$ cat config.mk
export PLATFORM = sky130hd
export DESIGN_NAME = dtc_ctrl_flat
export DESIGN_NICKNAME = d
export VERILOG_FILES = /design/src/dtc_pkg.sv /design/src/dtc_link_if.sv /design/src/dtc_ctrl.sv /design/src/flat_wrapper.sv
export SDC_FILE = /design/constraint.sdc
export NUM_CORES = 1
export LEC_CHECK = 0
export BUFFER_PORTS_ARGS = -buffer_cell sky130_fd_sc_hd__buf_2
export CAP_MARGIN = 20
export CORE_MARGIN = 2
export CORE_UTILIZATION = 59
export CTS_CLUSTER_SIZE = 25
export DETAILED_ROUTE_END_ITERATION = 10
export HOLD_SLACK_MARGIN = 0.12
export MAX_ROUTING_LAYER = met4
export PLACE_DENSITY_LB_ADDON = 0.2
export SLEW_MARGIN = 10
export SYNTH_ARGS = -nofsm -noshare
export SYNTH_HDL_FRONTEND = slang
export SYNTH_SLANG_ARGS = --single-unit
$ cat constraint.sdc
create_clock -name SYS_CLK_IN -period 4 [get_ports SYS_CLK_IN]
set_input_delay 0.2 -clock SYS_CLK_IN [delete_from_list [all_inputs] [get_ports SYS_CLK_IN]]
set_output_delay 0.2 -clock SYS_CLK_IN [all_outputs]
set_load 0.01 [all_outputs]
$ cat src/dtc_pkg.sv
// Constants shared by the termination-control device end and its controller end.
// Assumes both ends run on one system clock and meet over the dtc_link_if pins.
package dtc_pkg;
  // ********************************
  // Link clock and latencies
  // ********************************
  localparam int CK_DIV = 8;            // System cycles per link clock period
  localparam int CK_HALF = 4;           // System cycles of link clock high time
  localparam logic [5:0] CWL_BASE = 6'h05;
  localparam logic [5:0] CL_BASE = 6'h04;
  localparam logic [5:0] ODTL_SUB = 6'h02;
  localparam logic [5:0] TAIL_BC4 = 6'h04;
  localparam logic [5:0] TAIL_BL8 = 6'h06;
  localparam logic [3:0] HOLD_BASE = 4'h4;   // Least high time of the pin
  localparam logic [3:0] HOLD_BL8 = 4'h6;
  // ********************************
  // Mode register fields
  // ********************************
  localparam int MR_W = 16;
  localparam logic [MR_W-1:0] MR_RST = 16'h0000;
  localparam int MR1_DLL_OFF = 0;
  localparam int MR1_NOM_B0 = 2;
  localparam int MR1_NOM_B1 = 6;
  localparam int MR1_NOM_B2 = 9;
  localparam int MR1_AL_LO = 3;
  localparam int MR2_CWL_LO = 3;
  localparam int MR2_WR_LO = 9;
  localparam int MR0_CL_LO = 4;
  localparam logic [1:0] SEL_MR0 = 2'h0;
  localparam logic [1:0] SEL_MR1 = 2'h1;
  localparam logic [1:0] SEL_MR2 = 2'h2;
  // Termination strength codes, shared by nominal field and output
  localparam logic [2:0] RTT_OFF = 3'h0;
  localparam logic [2:0] RTT_DIV4 = 3'h1;
  localparam logic [2:0] RTT_DIV2 = 3'h2;
  localparam logic [2:0] RTT_DIV12 = 3'h4;
  localparam logic [2:0] RTT_DIV8 = 3'h5;
  localparam logic [1:0] WR_DIV4 = 2'h1;
  localparam logic [1:0] WR_DIV2 = 2'h2;
  localparam logic [1:0] WR_RSVD = 2'h3;
  // ********************************
  // Controller register map
  // ********************************
  localparam logic [3:0] OFS_CTRL = 4'h0;
  localparam logic [3:0] OFS_CMD = 4'h4;
  localparam logic [3:0] OFS_STAT = 4'h8;
  localparam logic [1:0] OP_WRITE = 2'h1;
  localparam logic [1:0] OP_MRS = 2'h2;
  localparam logic [1:0] RESP_OK = 2'h0;
  localparam logic [1:0] RESP_ERR = 2'h2;
endpackage : dtc_pkg

$ cat src/dtc_link_if.sv
// Pins between the memory controller end and the memory device end.
// Assumes the controller drives every pin; the device only samples.
interface dtc_link_if;
  logic ck;                // Link clock made by the controller
  logic odt;               // Termination request pin
  logic wr;                // Write command
  logic bc4;               // Write is chopped to four beats
  logic mrs;               // Mode register load
  logic [1:0] mr_sel;      // Which mode register
  logic [15:0] mr_val;     // Value loaded
  modport dev (input ck, odt, wr, bc4, mrs, mr_sel, mr_val);
  modport ctl (output ck, odt, wr, bc4, mrs, mr_sel, mr_val);
endinterface : dtc_link_if

$ cat src/dtc_ctrl.sv
// Memory controller end: drives link clock, commands and the termination pin.
// Assumes software orders it over AXI4-Lite and one command per link clock.
//
// Our own choices: the placing of the registers and the AXI4-Lite register port.
module dtc_ctrl (
  input wire logic SYS_CLK_IN,
  input wire logic NRST_IN,
  input wire logic [3:0] AWADDR_IN,
  input wire logic AWVALID_IN,
  output logic AWREADY_OUT,
  input wire logic [31:0] WDATA_IN,
  input wire logic [3:0] WSTRB_IN,
  input wire logic WVALID_IN,
  output logic WREADY_OUT,
  output logic [1:0] BRESP_OUT,
  output logic BVALID_OUT,
  input wire logic BREADY_IN,
  input wire logic [3:0] ARADDR_IN,
  input wire logic ARVALID_IN,
  output logic ARREADY_OUT,
  output logic [31:0] RDATA_OUT,
  output logic [1:0] RRESP_OUT,
  output logic RVALID_OUT,
  input wire logic RREADY_IN,
  dtc_link_if.ctl LINK
);
  // ********************************
  // Bus slave
  // ********************************
  logic aw_ok_r, w_ok_r, bvalid_r, rvalid_r, bad_r;
  logic [3:0] awaddr_r;
  logic [31:0] wdata_r, rdata_r;
  logic [1:0] rresp_r;
  wire wr_fire = aw_ok_r && w_ok_r && !bvalid_r;
  wire wa_ctrl = (awaddr_r == dtc_pkg::OFS_CTRL);
  wire wa_cmd = (awaddr_r == dtc_pkg::OFS_CMD);
  wire wa_stat = (awaddr_r == dtc_pkg::OFS_STAT);
  wire wa_hit = wa_ctrl || wa_cmd || wa_stat;

  logic odt_req_r, pend_r, rej_r, pin_odt_r;
  logic [31:0] cmd_r;
  logic [3:0] hold_r;
  wire [31:0] stat = {28'h0, hold_r != 4'h0, rej_r, pin_odt_r, pend_r};
  wire [31:0] rd_mux = (ARADDR_IN == dtc_pkg::OFS_CTRL) ? {31'h0, odt_req_r} :
                       (ARADDR_IN == dtc_pkg::OFS_CMD) ? cmd_r :
                       (ARADDR_IN == dtc_pkg::OFS_STAT) ? stat : 32'h0;
  wire ra_hit = (ARADDR_IN == dtc_pkg::OFS_CTRL) || (ARADDR_IN == dtc_pkg::OFS_CMD) ||
                (ARADDR_IN == dtc_pkg::OFS_STAT);

  // Address and data taken in either order; response after both
  always_ff @(posedge SYS_CLK_IN or negedge NRST_IN) begin
    if (!NRST_IN) begin
      aw_ok_r <= 1'b0;
      w_ok_r <= 1'b0;
      awaddr_r <= 4'h0;
      wdata_r <= 32'h0;
      bvalid_r <= 1'b0;
      bad_r <= 1'b0;
      rvalid_r <= 1'b0;
      rdata_r <= 32'h0;
      rresp_r <= dtc_pkg::RESP_OK;
    end else begin
      if (AWVALID_IN && AWREADY_OUT) aw_ok_r <= 1'b1;
      if (AWVALID_IN && AWREADY_OUT) awaddr_r <= AWADDR_IN;
      if (WVALID_IN && WREADY_OUT) w_ok_r <= 1'b1;
      if (WVALID_IN && WREADY_OUT) wdata_r <= WDATA_IN;
      if (wr_fire) begin
        aw_ok_r <= 1'b0;
        w_ok_r <= 1'b0;
        bvalid_r <= 1'b1;
        bad_r <= !wa_hit;
      end else if (BREADY_IN) begin
        bvalid_r <= 1'b0;
      end
      if (ARVALID_IN && ARREADY_OUT) begin
        rvalid_r <= 1'b1;
        rdata_r <= rd_mux;
        rresp_r <= ra_hit ? dtc_pkg::RESP_OK : dtc_pkg::RESP_ERR;
      end else if (RREADY_IN) begin
        rvalid_r <= 1'b0;
      end
    end
  end

  assign AWREADY_OUT = !aw_ok_r && !bvalid_r;
  assign WREADY_OUT = !w_ok_r && !bvalid_r;
  assign BVALID_OUT = bvalid_r;
  assign BRESP_OUT = bad_r ? dtc_pkg::RESP_ERR : dtc_pkg::RESP_OK;
  assign ARREADY_OUT = !rvalid_r;
  assign RVALID_OUT = rvalid_r;
  assign RDATA_OUT = rdata_r;
  assign RRESP_OUT = rresp_r;

  // ********************************
  // Order checks
  // ********************************
  logic [15:0] mr1_r, mr2_r;
  wire [15:0] val = wdata_r[31:16];
  wire [1:0] sel = wdata_r[5:4];
  wire dll_off = mr1_r[dtc_pkg::MR1_DLL_OFF];
  // Write value forced off while the DLL is off
  wire [15:0] val_fix = (sel == dtc_pkg::SEL_MR2 && dll_off) ? (val & 16'hF9FF) : val;
  wire [15:0] n1 = (sel == dtc_pkg::SEL_MR1) ? val : mr1_r;
  wire [15:0] n2 = (sel == dtc_pkg::SEL_MR2) ? val_fix : mr2_r;
  wire [2:0] nom = {n1[dtc_pkg::MR1_NOM_B2], n1[dtc_pkg::MR1_NOM_B1], n1[dtc_pkg::MR1_NOM_B0]};
  wire [1:0] wrv = n2[dtc_pkg::MR2_WR_LO +: 2];
  wire bad_code = (nom[2:1] == 2'h3) || (wrv == dtc_pkg::WR_RSVD);
  wire bad_nom = (wrv == 2'h0) && (nom == dtc_pkg::RTT_DIV12 || nom == dtc_pkg::RTT_DIV8);
  wire is_mrs = (wdata_r[1:0] == dtc_pkg::OP_MRS);
  wire accept = wr_fire && wa_cmd && !pend_r && !(is_mrs && (bad_code || bad_nom));
  wire refuse = wr_fire && wa_cmd && !accept;

  // ********************************
  // Link clock and pins
  // ********************************
  logic [3:0] div_r;
  wire tick = (div_r == 4'(dtc_pkg::CK_HALF - 1));   // Link clock about to fall
  wire issue = tick && pend_r;
  // Only writes and mode loads are issued, so the pin never overlaps a read
  wire is_wr = (cmd_r[1:0] == dtc_pkg::OP_WRITE);
  wire odt_new = odt_req_r || (hold_r != 4'h0);
  wire [3:0] len = cmd_r[2] ? dtc_pkg::HOLD_BASE : dtc_pkg::HOLD_BL8;
  wire [3:0] dec = (hold_r != 4'h0) ? hold_r - 4'h1 : 4'h0;
  wire [3:0] wr_keep = (len - 4'h1 > dec) ? len - 4'h1 : dec;
  wire [3:0] hold_nxt = (issue && is_wr && odt_new) ? wr_keep :
                        (odt_new && !pin_odt_r) ? dtc_pkg::HOLD_BASE - 4'h1 : dec;

  // Pins change as the link clock falls so the device sees them settled
  always_ff @(posedge SYS_CLK_IN or negedge NRST_IN) begin
    if (!NRST_IN) begin
      div_r <= 4'h0;
      pin_odt_r <= 1'b0;
      hold_r <= 4'h0;
      LINK.wr <= 1'b0;
      LINK.bc4 <= 1'b0;
      LINK.mrs <= 1'b0;
      LINK.mr_sel <= 2'h0;
      LINK.mr_val <= 16'h0000;
    end else begin
      div_r <= (div_r == 4'(dtc_pkg::CK_DIV - 1)) ? 4'h0 : div_r + 4'h1;
      if (tick) begin
        pin_odt_r <= odt_new;
        hold_r <= hold_nxt;
        LINK.wr <= issue && is_wr;
        LINK.bc4 <= issue && cmd_r[2];
        LINK.mrs <= issue && (cmd_r[1:0] == dtc_pkg::OP_MRS);
        LINK.mr_sel <= cmd_r[5:4];
        LINK.mr_val <= cmd_r[31:16];
      end
    end
  end

  assign LINK.ck = (div_r < 4'(dtc_pkg::CK_HALF));
  assign LINK.odt = pin_odt_r;

  // Control, command and sticky refusal; a refusal wins over its clear
  always_ff @(posedge SYS_CLK_IN or negedge NRST_IN) begin
    if (!NRST_IN) begin
      odt_req_r <= 1'b0;
      pend_r <= 1'b0;
      rej_r <= 1'b0;
      cmd_r <= 32'h0;
      mr1_r <= dtc_pkg::MR_RST;
      mr2_r <= dtc_pkg::MR_RST;
    end else begin
      if (wr_fire && wa_ctrl && WSTRB_IN[0]) odt_req_r <= wdata_r[0];
      if (refuse) rej_r <= 1'b1;
      else if (wr_fire && wa_stat && wdata_r[2]) rej_r <= 1'b0;
      if (accept) begin
        pend_r <= 1'b1;
        cmd_r <= {val_fix, wdata_r[15:0]};
        if (is_mrs && sel == dtc_pkg::SEL_MR1) mr1_r <= val;
        if (is_mrs && sel == dtc_pkg::SEL_MR2) mr2_r <= val_fix;
      end else if (issue) begin
        pend_r <= 1'b0;
      end
    end
  end

endmodule : dtc_ctrl

$ cat src/flat_wrapper.sv
// flat-port wrapper written by rule: the top's interface ports become plain ports
module dtc_ctrl_flat 
  (SYS_CLK_IN, NRST_IN, AWADDR_IN, AWVALID_IN, AWREADY_OUT, WDATA_IN, WSTRB_IN, WVALID_IN, WREADY_OUT, BRESP_OUT, BVALID_OUT, BREADY_IN, ARADDR_IN, ARVALID_IN, ARREADY_OUT, RDATA_OUT, RRESP_OUT, RVALID_OUT, RREADY_IN, LINK_ck, LINK_odt, LINK_wr, LINK_bc4, LINK_mrs, LINK_mr_sel, LINK_mr_val);
  dtc_link_if LINK_i ();
  input wire logic SYS_CLK_IN;
  input wire logic NRST_IN;
  input wire logic [3:0] AWADDR_IN;
  input wire logic AWVALID_IN;
  output logic AWREADY_OUT;
  input wire logic [31:0] WDATA_IN;
  input wire logic [3:0] WSTRB_IN;
  input wire logic WVALID_IN;
  output logic WREADY_OUT;
  output logic [1:0] BRESP_OUT;
  output logic BVALID_OUT;
  input wire logic BREADY_IN;
  input wire logic [3:0] ARADDR_IN;
  input wire logic ARVALID_IN;
  output logic ARREADY_OUT;
  output logic [31:0] RDATA_OUT;
  output logic [1:0] RRESP_OUT;
  output logic RVALID_OUT;
  input wire logic RREADY_IN;
  output wire logic [$bits(LINK_i.ck)-1:0] LINK_ck;
  output wire logic [$bits(LINK_i.odt)-1:0] LINK_odt;
  output wire logic [$bits(LINK_i.wr)-1:0] LINK_wr;
  output wire logic [$bits(LINK_i.bc4)-1:0] LINK_bc4;
  output wire logic [$bits(LINK_i.mrs)-1:0] LINK_mrs;
  output wire logic [$bits(LINK_i.mr_sel)-1:0] LINK_mr_sel;
  output wire logic [$bits(LINK_i.mr_val)-1:0] LINK_mr_val;
  assign LINK_ck = LINK_i.ck;
  assign LINK_odt = LINK_i.odt;
  assign LINK_wr = LINK_i.wr;
  assign LINK_bc4 = LINK_i.bc4;
  assign LINK_mrs = LINK_i.mrs;
  assign LINK_mr_sel = LINK_i.mr_sel;
  assign LINK_mr_val = LINK_i.mr_val;
  dtc_ctrl u_core (.SYS_CLK_IN(SYS_CLK_IN), .NRST_IN(NRST_IN), .AWADDR_IN(AWADDR_IN), .AWVALID_IN(AWVALID_IN), .AWREADY_OUT(AWREADY_OUT), .WDATA_IN(WDATA_IN), .WSTRB_IN(WSTRB_IN), .WVALID_IN(WVALID_IN), .WREADY_OUT(WREADY_OUT), .BRESP_OUT(BRESP_OUT), .BVALID_OUT(BVALID_OUT), .BREADY_IN(BREADY_IN), .ARADDR_IN(ARADDR_IN), .ARVALID_IN(ARVALID_IN), .ARREADY_OUT(ARREADY_OUT), .RDATA_OUT(RDATA_OUT), .RRESP_OUT(RRESP_OUT), .RVALID_OUT(RVALID_OUT), .RREADY_IN(RREADY_IN), .LINK(LINK_i));
endmodule
# [Yosys cells after proc, flatten, opt, wreduce, memory -nomap -nowiden]
# Cells that the tools add are included.
# W data, S select, Z words.
[classes] mux=26 n_lt_le_gt_ge=2 n_reduce_logical=55 n_addsub=3 n_eq_ne=15
[ops] op="$mux W32" n=2
[ops] op="$logic_and A1 B1 Y1" n=26
[ops] op="$mux W4" n=6
[ops] op="$mux W11" n=2
[ops] op="$eq A4 B3 Y1 const B" n=3
[ops] op="$mux W1" n=12
[ops] op="$reduce_bool A2 Y1" n=6
[ops] op="$eq A2 B2 Y1 const B" n=5
[ops] op="$mux W10" n=1
[ops] op="$logic_not A1 Y1" n=9
[ops] op="$eq A4 B4 Y1 const B" n=2
[ops] op="$logic_not A4 Y1" n=2
[ops] op="$logic_or A1 B1 Y1" n=8
[ops] op="$sub A4 B1 Y4 const B" n=2
[ops] op="$eq A3 B3 Y1 const B" n=2
[ops] op="$mux W2" n=3
[ops] op="$add A4 B1 Y4 const B" n=1
[ops] op="$eq A2 B1 Y1 const B" n=2
[ops] op="$eq A4 B2 Y1 const B" n=1
[ops] op="$gt A4 B4 Y1" n=1
[ops] op="$lt A4 B3 Y1 const B" n=1
[ops] op="$reduce_and A2 Y1" n=2
[ops] op="$reduce_bool A4 Y1" n=1
[ops] op="$logic_not A2 Y1" n=1
[totals] in_bits=51 out_inout_bits=64 wordCells=124 reg_bits=161

# [Logic depth before layout (Yosys ltp)]
# Gate-level depths: netlist of the first run.
[logic_depth] depth_word=13 ltp_mapped=10 ltp_nobuf=9

# [Worst setup path before layout of the first run]
# OpenSTA, ideal clock, no wires.
[synth_path] path_kind="register to register" startpoint="register u_core.wdata_r[4]" endpoint="register u_core.cmd_r[0]" required_ps=3875 arrival_ps=2250 setup_slack_ps=1625 path_stages_with_launch=7 setup_ps=125 path_buffers=1 period_less_slack_ps=2375 cell_sequence="dfrtp_1 -> and2b_4 -> mux2_2 -> a211o_1 -> a211oi_4 -> buf_6 -> mux2_4"
[synth_between] elab_chain_cells=10 elab_cells_between_ends=18 cone_classes="6 x eq/ne; 3 x mux; 9 x reduce/logical"
[synth_rtl] item="from (decl)" line="dtc_ctrl.sv:32" source="logic [31:0] wdata_r, rdata_r;"
[synth_rtl] item="from (signal assigned)" line="dtc_ctrl.sv:56" source="wdata_r <= 32'h0;"
[synth_rtl] item="from (signal assigned)" line="dtc_ctrl.sv:66" source="if (WVALID_IN && WREADY_OUT) wdata_r <= WDATA_IN;"
[synth_rtl] item="$eq A2 B2 Y1" line="dtc_ctrl.sv:102, dtc_ctrl.sv:104"
[synth_rtl] item="$logic_and A1 B1 Y1" line="dtc_ctrl.sv:102" source="wire [15:0] val_fix = (sel == dtc_pkg::SEL_MR2 && dll_off) ? (val & 16'hF9FF) : val;"
[synth_rtl] item="$mux W11" line="dtc_ctrl.sv:102"
[synth_rtl] item="$mux W11" line="dtc_ctrl.sv:104" source="wire [15:0] n2 = (sel == dtc_pkg::SEL_MR2) ? val_fix : mr2_r;"
[synth_rtl] item="$eq A2 B2 Y1 or $logic_not A2 Y1 (tied branches)" line="dtc_ctrl.sv:107, dtc_ctrl.sv:108"
[synth_rtl] item="$logic_or A1 B1 Y1 or $logic_and A1 B1 Y1 (tied branches)" line="dtc_ctrl.sv:107, dtc_ctrl.sv:108"
[synth_rtl] item="$logic_or A1 B1 Y1 (*)" line="dtc_ctrl.sv:110" source="wire accept = wr_fire && wa_cmd && !pend_r && !(is_mrs && (bad_code || bad_nom));"
[synth_rtl] item="$logic_and A1 B1 Y1 (*)" line="dtc_ctrl.sv:110"
[synth_rtl] item="$logic_not A1 Y1 (*)" line="dtc_ctrl.sv:110"
[synth_rtl] item="$logic_and A1 B1 Y1 (*)" line="dtc_ctrl.sv:110"
[synth_rtl] item="to (signal assigned)" line="dtc_ctrl.sv:171" source="cmd_r <= {val_fix, wdata_r[15:0]};"
[synth_rtl] item="to (decl)" line="dtc_ctrl.sv:41" source="logic [31:0] cmd_r;"
# Every way passes the cells marked *; elsewhere a longest branch is shown, timed or not.
# A chain may end at the register's enable or synchronous reset.

# [Worst setup path after layout of the first run]
[layout_path] startpoint="register u_core.bvalid_r (netlist: u_core.BVALID_OUT)" endpoint="register u_core.cmd_r[21]"
[layout_between] elab_chain_cells=5
[layout_rtl] item="from (decl)" line="dtc_ctrl.sv:30" source="logic aw_ok_r, w_ok_r, bvalid_r, rvalid_r, bad_r;"
[layout_rtl] item="from (signal assigned)" line="dtc_ctrl.sv:57" source="bvalid_r <= 1'b0;"
[layout_rtl] item="from (signal assigned)" line="dtc_ctrl.sv:70" source="bvalid_r <= 1'b1;"
[layout_rtl] item="from (signal assigned)" line="dtc_ctrl.sv:73" source="bvalid_r <= 1'b0;"
[layout_rtl] item="$logic_not A1 Y1" line="dtc_ctrl.sv:34" source="wire wr_fire = aw_ok_r && w_ok_r && !bvalid_r;"
[layout_rtl] item="$logic_and A1 B1 Y1" line="dtc_ctrl.sv:34"
[layout_rtl] item="$logic_and A1 B1 Y1 (3 in a row)" line="dtc_ctrl.sv:110"
# No other way between the ends.

==> results of run 1 <==
tightest hold or removal path: stages:
cell and delay (ns):
sky130_fd_sc_hd__buf_2 0.09, sky130_fd_sc_hd__nor3_1 0.11, sky130_fd_sc_hd__o31ai_1 0.23
path summary, 6_finish.rpt:
kind / startpoint / to / slack (ns)
setup / recovery: u_core.BVALID_OUT / u_core.cmd_r[21] / 1.31
hold / removal: ARADDR_IN[3] / u_core.RRESP_OUT[1] / 0.15
setup reg to reg: u_core.BVALID_OUT / u_core.cmd_r[21] / 1.31
hold reg to reg: u_core.LINK.mr_val[3] / u_core.LINK.mr_val[3] / 0.47
max in group asynchronous: NRST_IN / u_core.RDATA_OUT[9] / 2.68
min in group asynchronous: NRST_IN / u_core.LINK.mr_val[13] / 0.35
cells in the final DEF (no fill, tap or decap), types with 2 or more instances in the layout:
cell type	instances
sky130_fd_sc_hd__nor4b_1	3
sky130_fd_sc_hd__clkbuf_16	16
sky130_fd_sc_hd__clkinv_4	2
sky130_fd_sc_hd__buf_2	108
sky130_fd_sc_hd__inv_1	7
sky130_fd_sc_hd__nand3_1	2
sky130_fd_sc_hd__a22oi_1	2
sky130_fd_sc_hd__buf_4	7
sky130_fd_sc_hd__mux2_4	21
sky130_fd_sc_hd__a21oi_1	3
sky130_fd_sc_hd__nor4_1	3
sky130_fd_sc_hd__nor2_1	13
sky130_fd_sc_hd__clkinvlp_4	4
sky130_fd_sc_hd__ha_1	3
sky130_fd_sc_hd__nand2_1	74
sky130_fd_sc_hd__o31ai_1	3
sky130_fd_sc_hd__clkinv_2	4
sky130_fd_sc_hd__nor3_1	7
sky130_fd_sc_hd__a21o_1	4
sky130_fd_sc_hd__o21ai_1	2
sky130_fd_sc_hd__and2_1	2
sky130_fd_sc_hd__o21ai_0	12
sky130_fd_sc_hd__mux2_1	14
sky130_fd_sc_hd__nand3b_1	3
sky130_fd_sc_hd__dlygate4sd3_1	48
sky130_fd_sc_hd__a21boi_0	2
sky130_fd_sc_hd__nor2b_1	7
sky130_fd_sc_hd__a22o_1	29
sky130_fd_sc_hd__dfrtp_1	144
sky130_fd_sc_hd__o21a_1	3
sky130_fd_sc_hd__bufinv_16	3
sky130_fd_sc_hd__mux2_2	41
sky130_fd_sc_hd__nand2b_1	3
sky130_fd_sc_hd__conb_1	2
cell usage after synthesis, drive strengths merged (4+ instances only):
cell type and instances:
nor2 14, clkbuf 17, nor4b 4, nand2 74, nor3 7, dfrtp 144, o21ai 14, nor2b 7
buf 6, a22o 29, nand3b 4, a21o 4, mux2 76, inv 7, nor4 4
kinds of logic (layout without fill, tap and decap cells):
family | Yosys count | after routing | synth area share [%]
flops | 144 | 144 | 61.3
simple gates | 128 | 128 | 10.6
mux | 77 | 77 | 16.1
compound gates | 67 | 67 | 8.68
buf+inv | 30 | 203 | 2.49
fa+ha+maj | 3 | 3 | 0.639
other cells | 1 | 2 | 0.0638
xor+xnor | 1 | 1 | 0.149
sequential cells by signal, summed over array words and instances (netlist names), 3 cells and up:
name                cells
u_core.div_r            4
u_core.hold_r           4
u_core.mr1_r            3
u_core.LINK.mr_val     16
u_core.awaddr_r         4
u_core.cmd_r           32
u_core.wdata_r         32
u_core.RDATA_OUT       32
report_power, final:
part / total, W / internal (W) / switching (W)
clock network: 0.00156 / 0.000948 / 0.000610
logic: 0.00119 / 0.000673 / 0.000516
registers: 0.00235 / 0.00195 / 0.000405
total: 0.00510 / 0.00357 / 0.00153
metal layers:
metal / part of all wire [%] / global-route usage [%] / up-vias / routed length, um
li1: - / - / 1912 / -
met1: 44 / 33.8 / 2110 / 5670
met2: 49 / 39.5 / 133 / 6370
met3: 5.0 / 5.92 / 24 / 647
met4: 1.6 / 10.6 / 0 / 200
met5: 0 / - / - / 0
layout make-up:
type	count	area, um2
clock buffers	18	418
clock inverters	14	166
fillers	597	2130
inverters	7	26.3
multi-input cells	278	2130
flip-flops and latches	144	3600
well taps	133	166
repair buffers	164	1080
metrics by stage:
stage	cells	setup WS [ns]	total power (W)	instance area [um2]
floorplan	452	1.62	0.00309	5880
global placement	678	1.39	0.00342	6540
detailed placement	678	1.34	0.00351	6540
CTS	758	1.33	0.00510	7600
global route	758	1.13	0.00535	7600
finish	758	1.31	0.00510	7600
==> key figures, run 1 <==
Routing
  – Routed wire length: 12900 um
  – Overall via count from detail_route: 4179
  – Via density per instance: 5.51
  – Average wire per cell in the routed design: 17.0 um
  – 1st-pass router iterations: 4
  – DRC violation count after routing: 0
  – Remaining antenna violation count: 0
  – Detailed router's first-iteration violation count: 214

STA
  – Slew at the pin with the worst max-slew slack: 0.986 ns
  – Maximum clock rate: 0.372 GHz
  – RSZ-0062 raised after global routing: no
  – Fin Hold WS: 0.146 ns
  – Period utilisation layout: 67.2%
  – Relative max-transition margin: 34.3%
  – Final setup violation count: 0
  – Final Hold Violating Endpoints: 0
  – Final setup TNS: 0 ns
  – Min Tclk post-route: 2.69 ns
  – Pins Over Slew Limit: 0
  – Clock Skew: 0.00804 ns

Final layout
  – Layout Nets: 666
  – Fraction of layout cells with a size suffix above 1: 34.4%
  – N_diodes: 0
  – Layout overhead on the synthesized area: 29.3%
  – Post-layout utilization of the core: 78.1%

Global route
  – Pin count of the biggest net entering global routing: 112
  – Total grt overflow: 0
  – Vias in the first global route: 4313
  – Antenna violations before repair: 0
  – GRT Total Usage: 25.8%
  – Wire length of the first global-routing pass: 21300 um

Worst setup path
  – Number of buffers and inverters on the critical path: 1
  – Master of the slowest instance on the critical path: sky130_fd_sc_hd__nor4_1
  – Cell Chain, Critical Path: nand3b_4 -> nor4_1 -> nand3b_1 -> a211oi_4 -> buf_4 -> mux2_1
  – Number of logic stages on the critical path including buffering: 6
  – Kind of capture point of the worst setup path: flop
  – Crit path max-delay family: simple AND/OR/NAND/NOR gates
  – Worst Setup Start Kind: flop
  – Crit path arrival time: 3.09 ns
  – Class of the most critical setup path: flop to flop
  – Required time reported for the critical path endpoint: 4.40 ns
  – R2R cell count: 6
  – Max FO, Critical Path: 20
  – Largest stage delay, worst path: 0.57 ns

Die
  – Placeable core region: 9730 um2
  – # rows: 36
  – Die Y: 104 um
  – Die Width: 104 um
  – DIE AREA: 10800 um2
  – Number of ports placed on the die boundary: 115
  – Initial cell density of the core: 60.4%

Clocking
  – CTS hold repair buffers: 48
  – Clock insertion delay at the later pin of the skew report: 0.52 ns
  – Clk slew on worst S/H paths: 0.06 ns
  – Post-CTS setup buffer count: 0
  – Post-CTS resize count: 0
  – Sink count of the clock tree: 144
  – H-tree Lvls: 4
  – TritonCTS buffer count: 17
  – CTS tree: built
  – Buffers from clock root to sink, at most: 2
  – Cell at the root of the clock tree: sky130_fd_sc_hd__clkbuf_8

Hold path
  – Number of cells on the worst hold path: 3
  – Classification of the worst-slack hold path: input pin to flop

Power and ir drop
  – Leak: 3.79 nW
  – Worst IR drop on VDD: 361 uV
  – P per Cell Area: 671 nW/um2

Placement
  – Placer Congestion: 0.858
  – Count of port buffers added during placement: 109
  – DP Wirelength: 8090 um

Synthesis
  – Area contributors post-synth: sky130_fd_sc_hd__dfrtp_1 (61%), sky130_fd_sc_hd__mux2_2 (7.9%), sky130_fd_sc_hd__mux2_4 (5.4%)
  – Synth Register Bits: 144
  – Dominant register cell in the synthesized netlist: sky130_fd_sc_hd__dfrtp_1
  – Number of library cell types mapped by synthesis: 48
  – Area share of the largest cell type after synthesis: 61.3%
  – Mapped cell area: 5880 um2
  – Share of synthesized flip-flops with an asynchronous set or reset: 100%
  – YS warnings: 0
  – Portion of the post-synthesis area used by sequential elements: 61.3%
  – Library cell occupying the most area in the post-synthesis netlist: sky130_fd_sc_hd__dfrtp_1
  – Number of flops mapped to enable cells by yosys: 0
  – Number of instances in the synthesized netlist: 451
  – Post-Syn Area per Cell: 13.0 um2

Job
  – Maximum Capacitance Violations: 0

Status
  – Status: complete, no violations
(Power assumes the default switching activity.)
==> inputs of run 2 (changes only) <==
--- a/config.mk
+++ b/config.mk
@@ -5,10 +5,11 @@
 export SDC_FILE = /design/constraint.sdc
 export NUM_CORES = 1
 export LEC_CHECK = 0
+export ABC_AREA = 1
 export BUFFER_PORTS_ARGS = -buffer_cell sky130_fd_sc_hd__buf_2
 export CAP_MARGIN = 20
 export CORE_MARGIN = 2
-export CORE_UTILIZATION = 59
+export CORE_UTILIZATION = 50
 export CTS_CLUSTER_SIZE = 25
 export DETAILED_ROUTE_END_ITERATION = 10
 export HOLD_SLACK_MARGIN = 0.12
==> constraint.sdc (replaced) <==
create_clock -name SYS_CLK_IN -period 2.15 [get_ports SYS_CLK_IN]
set_input_delay 0.1075 -clock SYS_CLK_IN [delete_from_list [all_inputs] [get_ports SYS_CLK_IN]]
set_output_delay 0.1075 -clock SYS_CLK_IN [all_outputs]
set_load 0.01 [all_outputs]
==> key figures, run 2 <==
Status
  – Status: complete, no violations

Clocking
  – Sink count of the clock tree: 144 (unchanged)
  – Cell at the root of the clock tree: sky130_fd_sc_hd__clkbuf_16
  – H-tree Lvls: 4 (unchanged)
  – Clk slew on worst S/H paths: 0.06 ns (about the same)
  – CTS tree: built
  – Clock insertion delay at the later pin of the skew report: 0.42 ns (-0.10 ns)
  – TritonCTS buffer count: 17 (unchanged)
  – Buffers from clock root to sink, at most: 2 (unchanged)

Routing
  – Overall via count from detail_route: 5070 (+21%)
  – Average wire per cell in the routed design: 15.0 um (-12%)
  – Remaining antenna violation count: 0 (unchanged)
  – Detailed router's first-iteration violation count: 452 (+110%)
  – Routed wire length: 14600 um (+13%)
  – 1st-pass router iterations: 5 (+1)
  – Via density per instance: 5.19 (-5.9%)
  – DRC violation count after routing: 0 (unchanged)

Final layout
  – Most frequent cells in the layout: sky130_fd_sc_hd__nand2_1 (229), sky130_fd_sc_hd__dfrtp_1 (143), sky130_fd_sc_hd__buf_2 (108), sky130_fd_sc_hd__o21ai_0 (47), sky130_fd_sc_hd__nand3_1 (47)
  – Commonest non-fill, non-tap cell in the layout: sky130_fd_sc_hd__nand2_1
  – Post-layout utilization of the core: 65.9% (-12 points)
  – Filler Cells Inserted: 979 (+64%)
  – Sequential standard cell area: 3600 um2 (about the same)
  – Fraction of layout cells with a size suffix above 1: 24.1% (-10 points)
  – Layout overhead on the synthesized area: 29.1%
  – Area of the multi-input gates: 2180 um2 (+2.3%)
  – Layout Nets: 871 (+31%)
  – N_diodes: 0 (unchanged)

Power and ir drop
  – Overall power of the completed layout: 0.00997 W (+95%)
  – Worst IR drop on VDD: 754 uV (+110%)
  – P per Cell Area: 1270 nW/um2 (+89%)
  – Leak: 4.10 nW (+8.0%)

Worst setup path
  – Crit path arrival time: 2.43 ns (-0.66 ns)
  – Number of logic stages on the critical path including buffering: 6 (unchanged)
  – Cell Chain, Critical Path: nor2_2 -> nand2_2 -> nor2_1 -> dlygate4sd3_1 -> a21oi_1 -> dlygate4sd3_1
  – Required time reported for the critical path endpoint: 2.45 ns (-1.95 ns)
  – Kind of capture point of the worst setup path: flop
  – Class of the most critical setup path: flop to flop
  – R2R cell count: 6 (unchanged)
  – Master of the slowest instance on the critical path: sky130_fd_sc_hd__dlygate4sd3_1
  – Most frequent CP cell: sky130_fd_sc_hd__dlygate4sd3_1
  – Register-to-register path setup slack: 0.02 ns (-1.29 ns)
  – Worst Setup Start Kind: flop
  – Max FO, Critical Path: 6 (-70%)
  – Largest stage delay, worst path: 0.58 ns (about the same)
  – Number of buffers and inverters on the critical path: 2 (+1)
  – Crit path max-delay family: buffers and inverters

Global route
  – Total grt overflow: 0 (unchanged)
  – Antenna violations before repair: 0 (unchanged)
  – Wire length of the first global-routing pass: 23900 um (+12%)
  – GRT Total Usage: 24.3% (-1.5 points)
  – Pin count of the biggest net entering global routing: 57 (-49%)
  – Vias in the first global route: 4838 (+12%)

Synthesis
  – Share of synthesized flip-flops with an asynchronous set or reset: 100% (unchanged)
  – Dominant register cell in the synthesized netlist: sky130_fd_sc_hd__dfrtp_1
  – Number of instances in the synthesized netlist: 662 (+47%)
  – Area contributors post-synth: sky130_fd_sc_hd__dfrtp_1 (59%), sky130_fd_sc_hd__nand2_1 (14%), sky130_fd_sc_hd__mux2_2 (5.5%)
  – Post-Syn Area per Cell: 9.22 um2 (-29%)
  – Number of flops mapped to enable cells by yosys: 0 (unchanged)
  – Leading cell type by number of instances after synthesis: sky130_fd_sc_hd__nand2_1
  – Area share of the largest cell type after synthesis: 59.1% (-2.2 points)
  – Mapped cell area: 6100 um2 (+3.8%)
  – Synth Register Bits: 144 (unchanged)
  – Top cells by count, synth: sky130_fd_sc_hd__nand2_1 (230), sky130_fd_sc_hd__dfrtp_1 (144), sky130_fd_sc_hd__o21ai_0 (48), sky130_fd_sc_hd__nand3_1 (47), sky130_fd_sc_hd__inv_1 (44)
  – Portion of the post-synthesis area used by sequential elements: 59.1% (-2.2 points)
  – Number of library cell types mapped by synthesis: 33 (-31%)
  – Library cell occupying the most area in the post-synthesis netlist: sky130_fd_sc_hd__dfrtp_1
  – YS warnings: 0 (unchanged)

STA
  – Min Tclk post-route: 2.13 ns (-0.559 ns)
  – Clock Skew: 0.00704 ns (-0.00100 ns)
  – Final setup violation count: 0 (unchanged)
  – Final Hold Violating Endpoints: 0 (unchanged)
  – Pins Over Slew Limit: 0 (unchanged)
  – Relative max-transition margin: 64.5% (+30 points)
  – Maximum clock rate: 0.470 GHz (+26%)
  – Post-route setup slack: 0.0207 ns (-1.29 ns)
  – RSZ-0062 raised after global routing: yes
  – Slew at the pin with the worst max-slew slack: 0.533 ns (-0.453 ns)
  – Period utilisation layout: 99.0% (+32 points)

Placement
  – Worst-case setup slack after placement: 0.184 ns (-1.16 ns)
  – DP Wirelength: 9650 um (+19%)
  – Placer Congestion: 0.883 (+2.9%)
  – Count of port buffers added during placement: 109 (unchanged)

Hold path
  – Classification of the worst-slack hold path: input pin to flop
  – Number of cells on the worst hold path: 4 (+1)

Job
  – Maximum Capacitance Violations: 0 (unchanged)

Die
  – Initial cell density of the core: 51.0% (-9.4 points)
  – DIE AREA: 13100 um2 (+22%)
  – # rows: 40 (+11%)
  – Placeable core region: 12000 um2 (+23%)
  – Die Y: 114 um (+10%)
  – Die Width: 114 um (+10%)
  – Number of ports placed on the die boundary: 115 (unchanged)
run 2: cell types whose count changed after synthesis, sizes merged, moves of 8 or more:
cell | before | now
a21oi | 3 | 11
nor2 | 14 | 35
o21ai | 14 | 52
nand3 | 2 | 47
nand4 | 0 | 8
nand2 | 74 | 233
a22o | 29 | 0
buf | 6 | 16
mux2 | 76 | 30
inv | 7 | 46
run 2: repair_timing:
action                     CTS  global route
hold buffers                43             0
resized for setup            0             7
setup endpoints to repair    0            35
buffers inserted             0             0
hold endpoints to repair   137             0
run 2: tightest hold or removal path: stages:
cell	delay, ns
sky130_fd_sc_hd__buf_2	0.07
sky130_fd_sc_hd__nand2_1	0.17
sky130_fd_sc_hd__nand2_1	0.11
sky130_fd_sc_hd__o21ai_0	0.07
run 2: final timing paths:
| check | from | endpoint |
|---|---|---|
| worst min register to register | u_core.cmd_r[29] | u_core.cmd_r[29] |
| worst max-delay path | u_core.BVALID_OUT | u_core.awaddr_r[2] |
| max in group asynchronous | NRST_IN | u_core.LINK.wr |
| worst min-delay path | ARVALID_IN | u_core.RDATA_OUT[6] |
| worst max register to register | u_core.BVALID_OUT | u_core.awaddr_r[2] |
| min in group asynchronous | NRST_IN | u_core.div_r[0] |
run 2: power by group:
| group | internal [W] | switching, W |
|---|---|---|
| logic | 0.00112 | 0.00149 |
| clock network | 0.00197 | 0.00108 |
| registers | 0.00362 | 0.000673 |
run 2: layout make-up:
class | instances | area share, %
Multi-Input combinational cell | 441 | 27.7
Tap cell | 147 | 2.33
Timing Repair Buffer | 166 | 14.0
Sequential cell | 144 | 45.8
Clock buffer | 23 | 6.32
Clock inverter | 9 | 1.64
Inverter | 47 | 2.24
run 2: logic make-up after synthesis:
family | share of synthesized area [%]
other cells | 0.0615
fa+ha+maj | 0.615
xor+xnor | 0.144
simple gates | 22.3
compound gates | 6.79
mux | 5.54
buf+inv | 5.48
flops | 59.1
run 2: routing by layer:
layer / GRT usage (%) / wire length (um) / vias up
met2: 35.8 / 6570 / 178
met5: - / 0 / -
li1: - / - / 2437
met3: 4.76 / 825 / 19
met4: 7.80 / 232 / 0
met1: 34.3 / 6980 / 2436
run 2: metrics by stage:
step / instances / hold WS (ns) / setup TNS, ns / instance area, um2
after floorplan: 663 / -0.188 / 0 / 6100
after global placement: 902 / 0.0917 / 0 / 6800
after detailed placement: 902 / 0.101 / 0 / 6800
after CTS: 977 / 0.145 / 0 / 7860
after global routing: 977 / 0.223 / -0.0328 / 7880
final: 977 / 0.160 / 0 / 7880
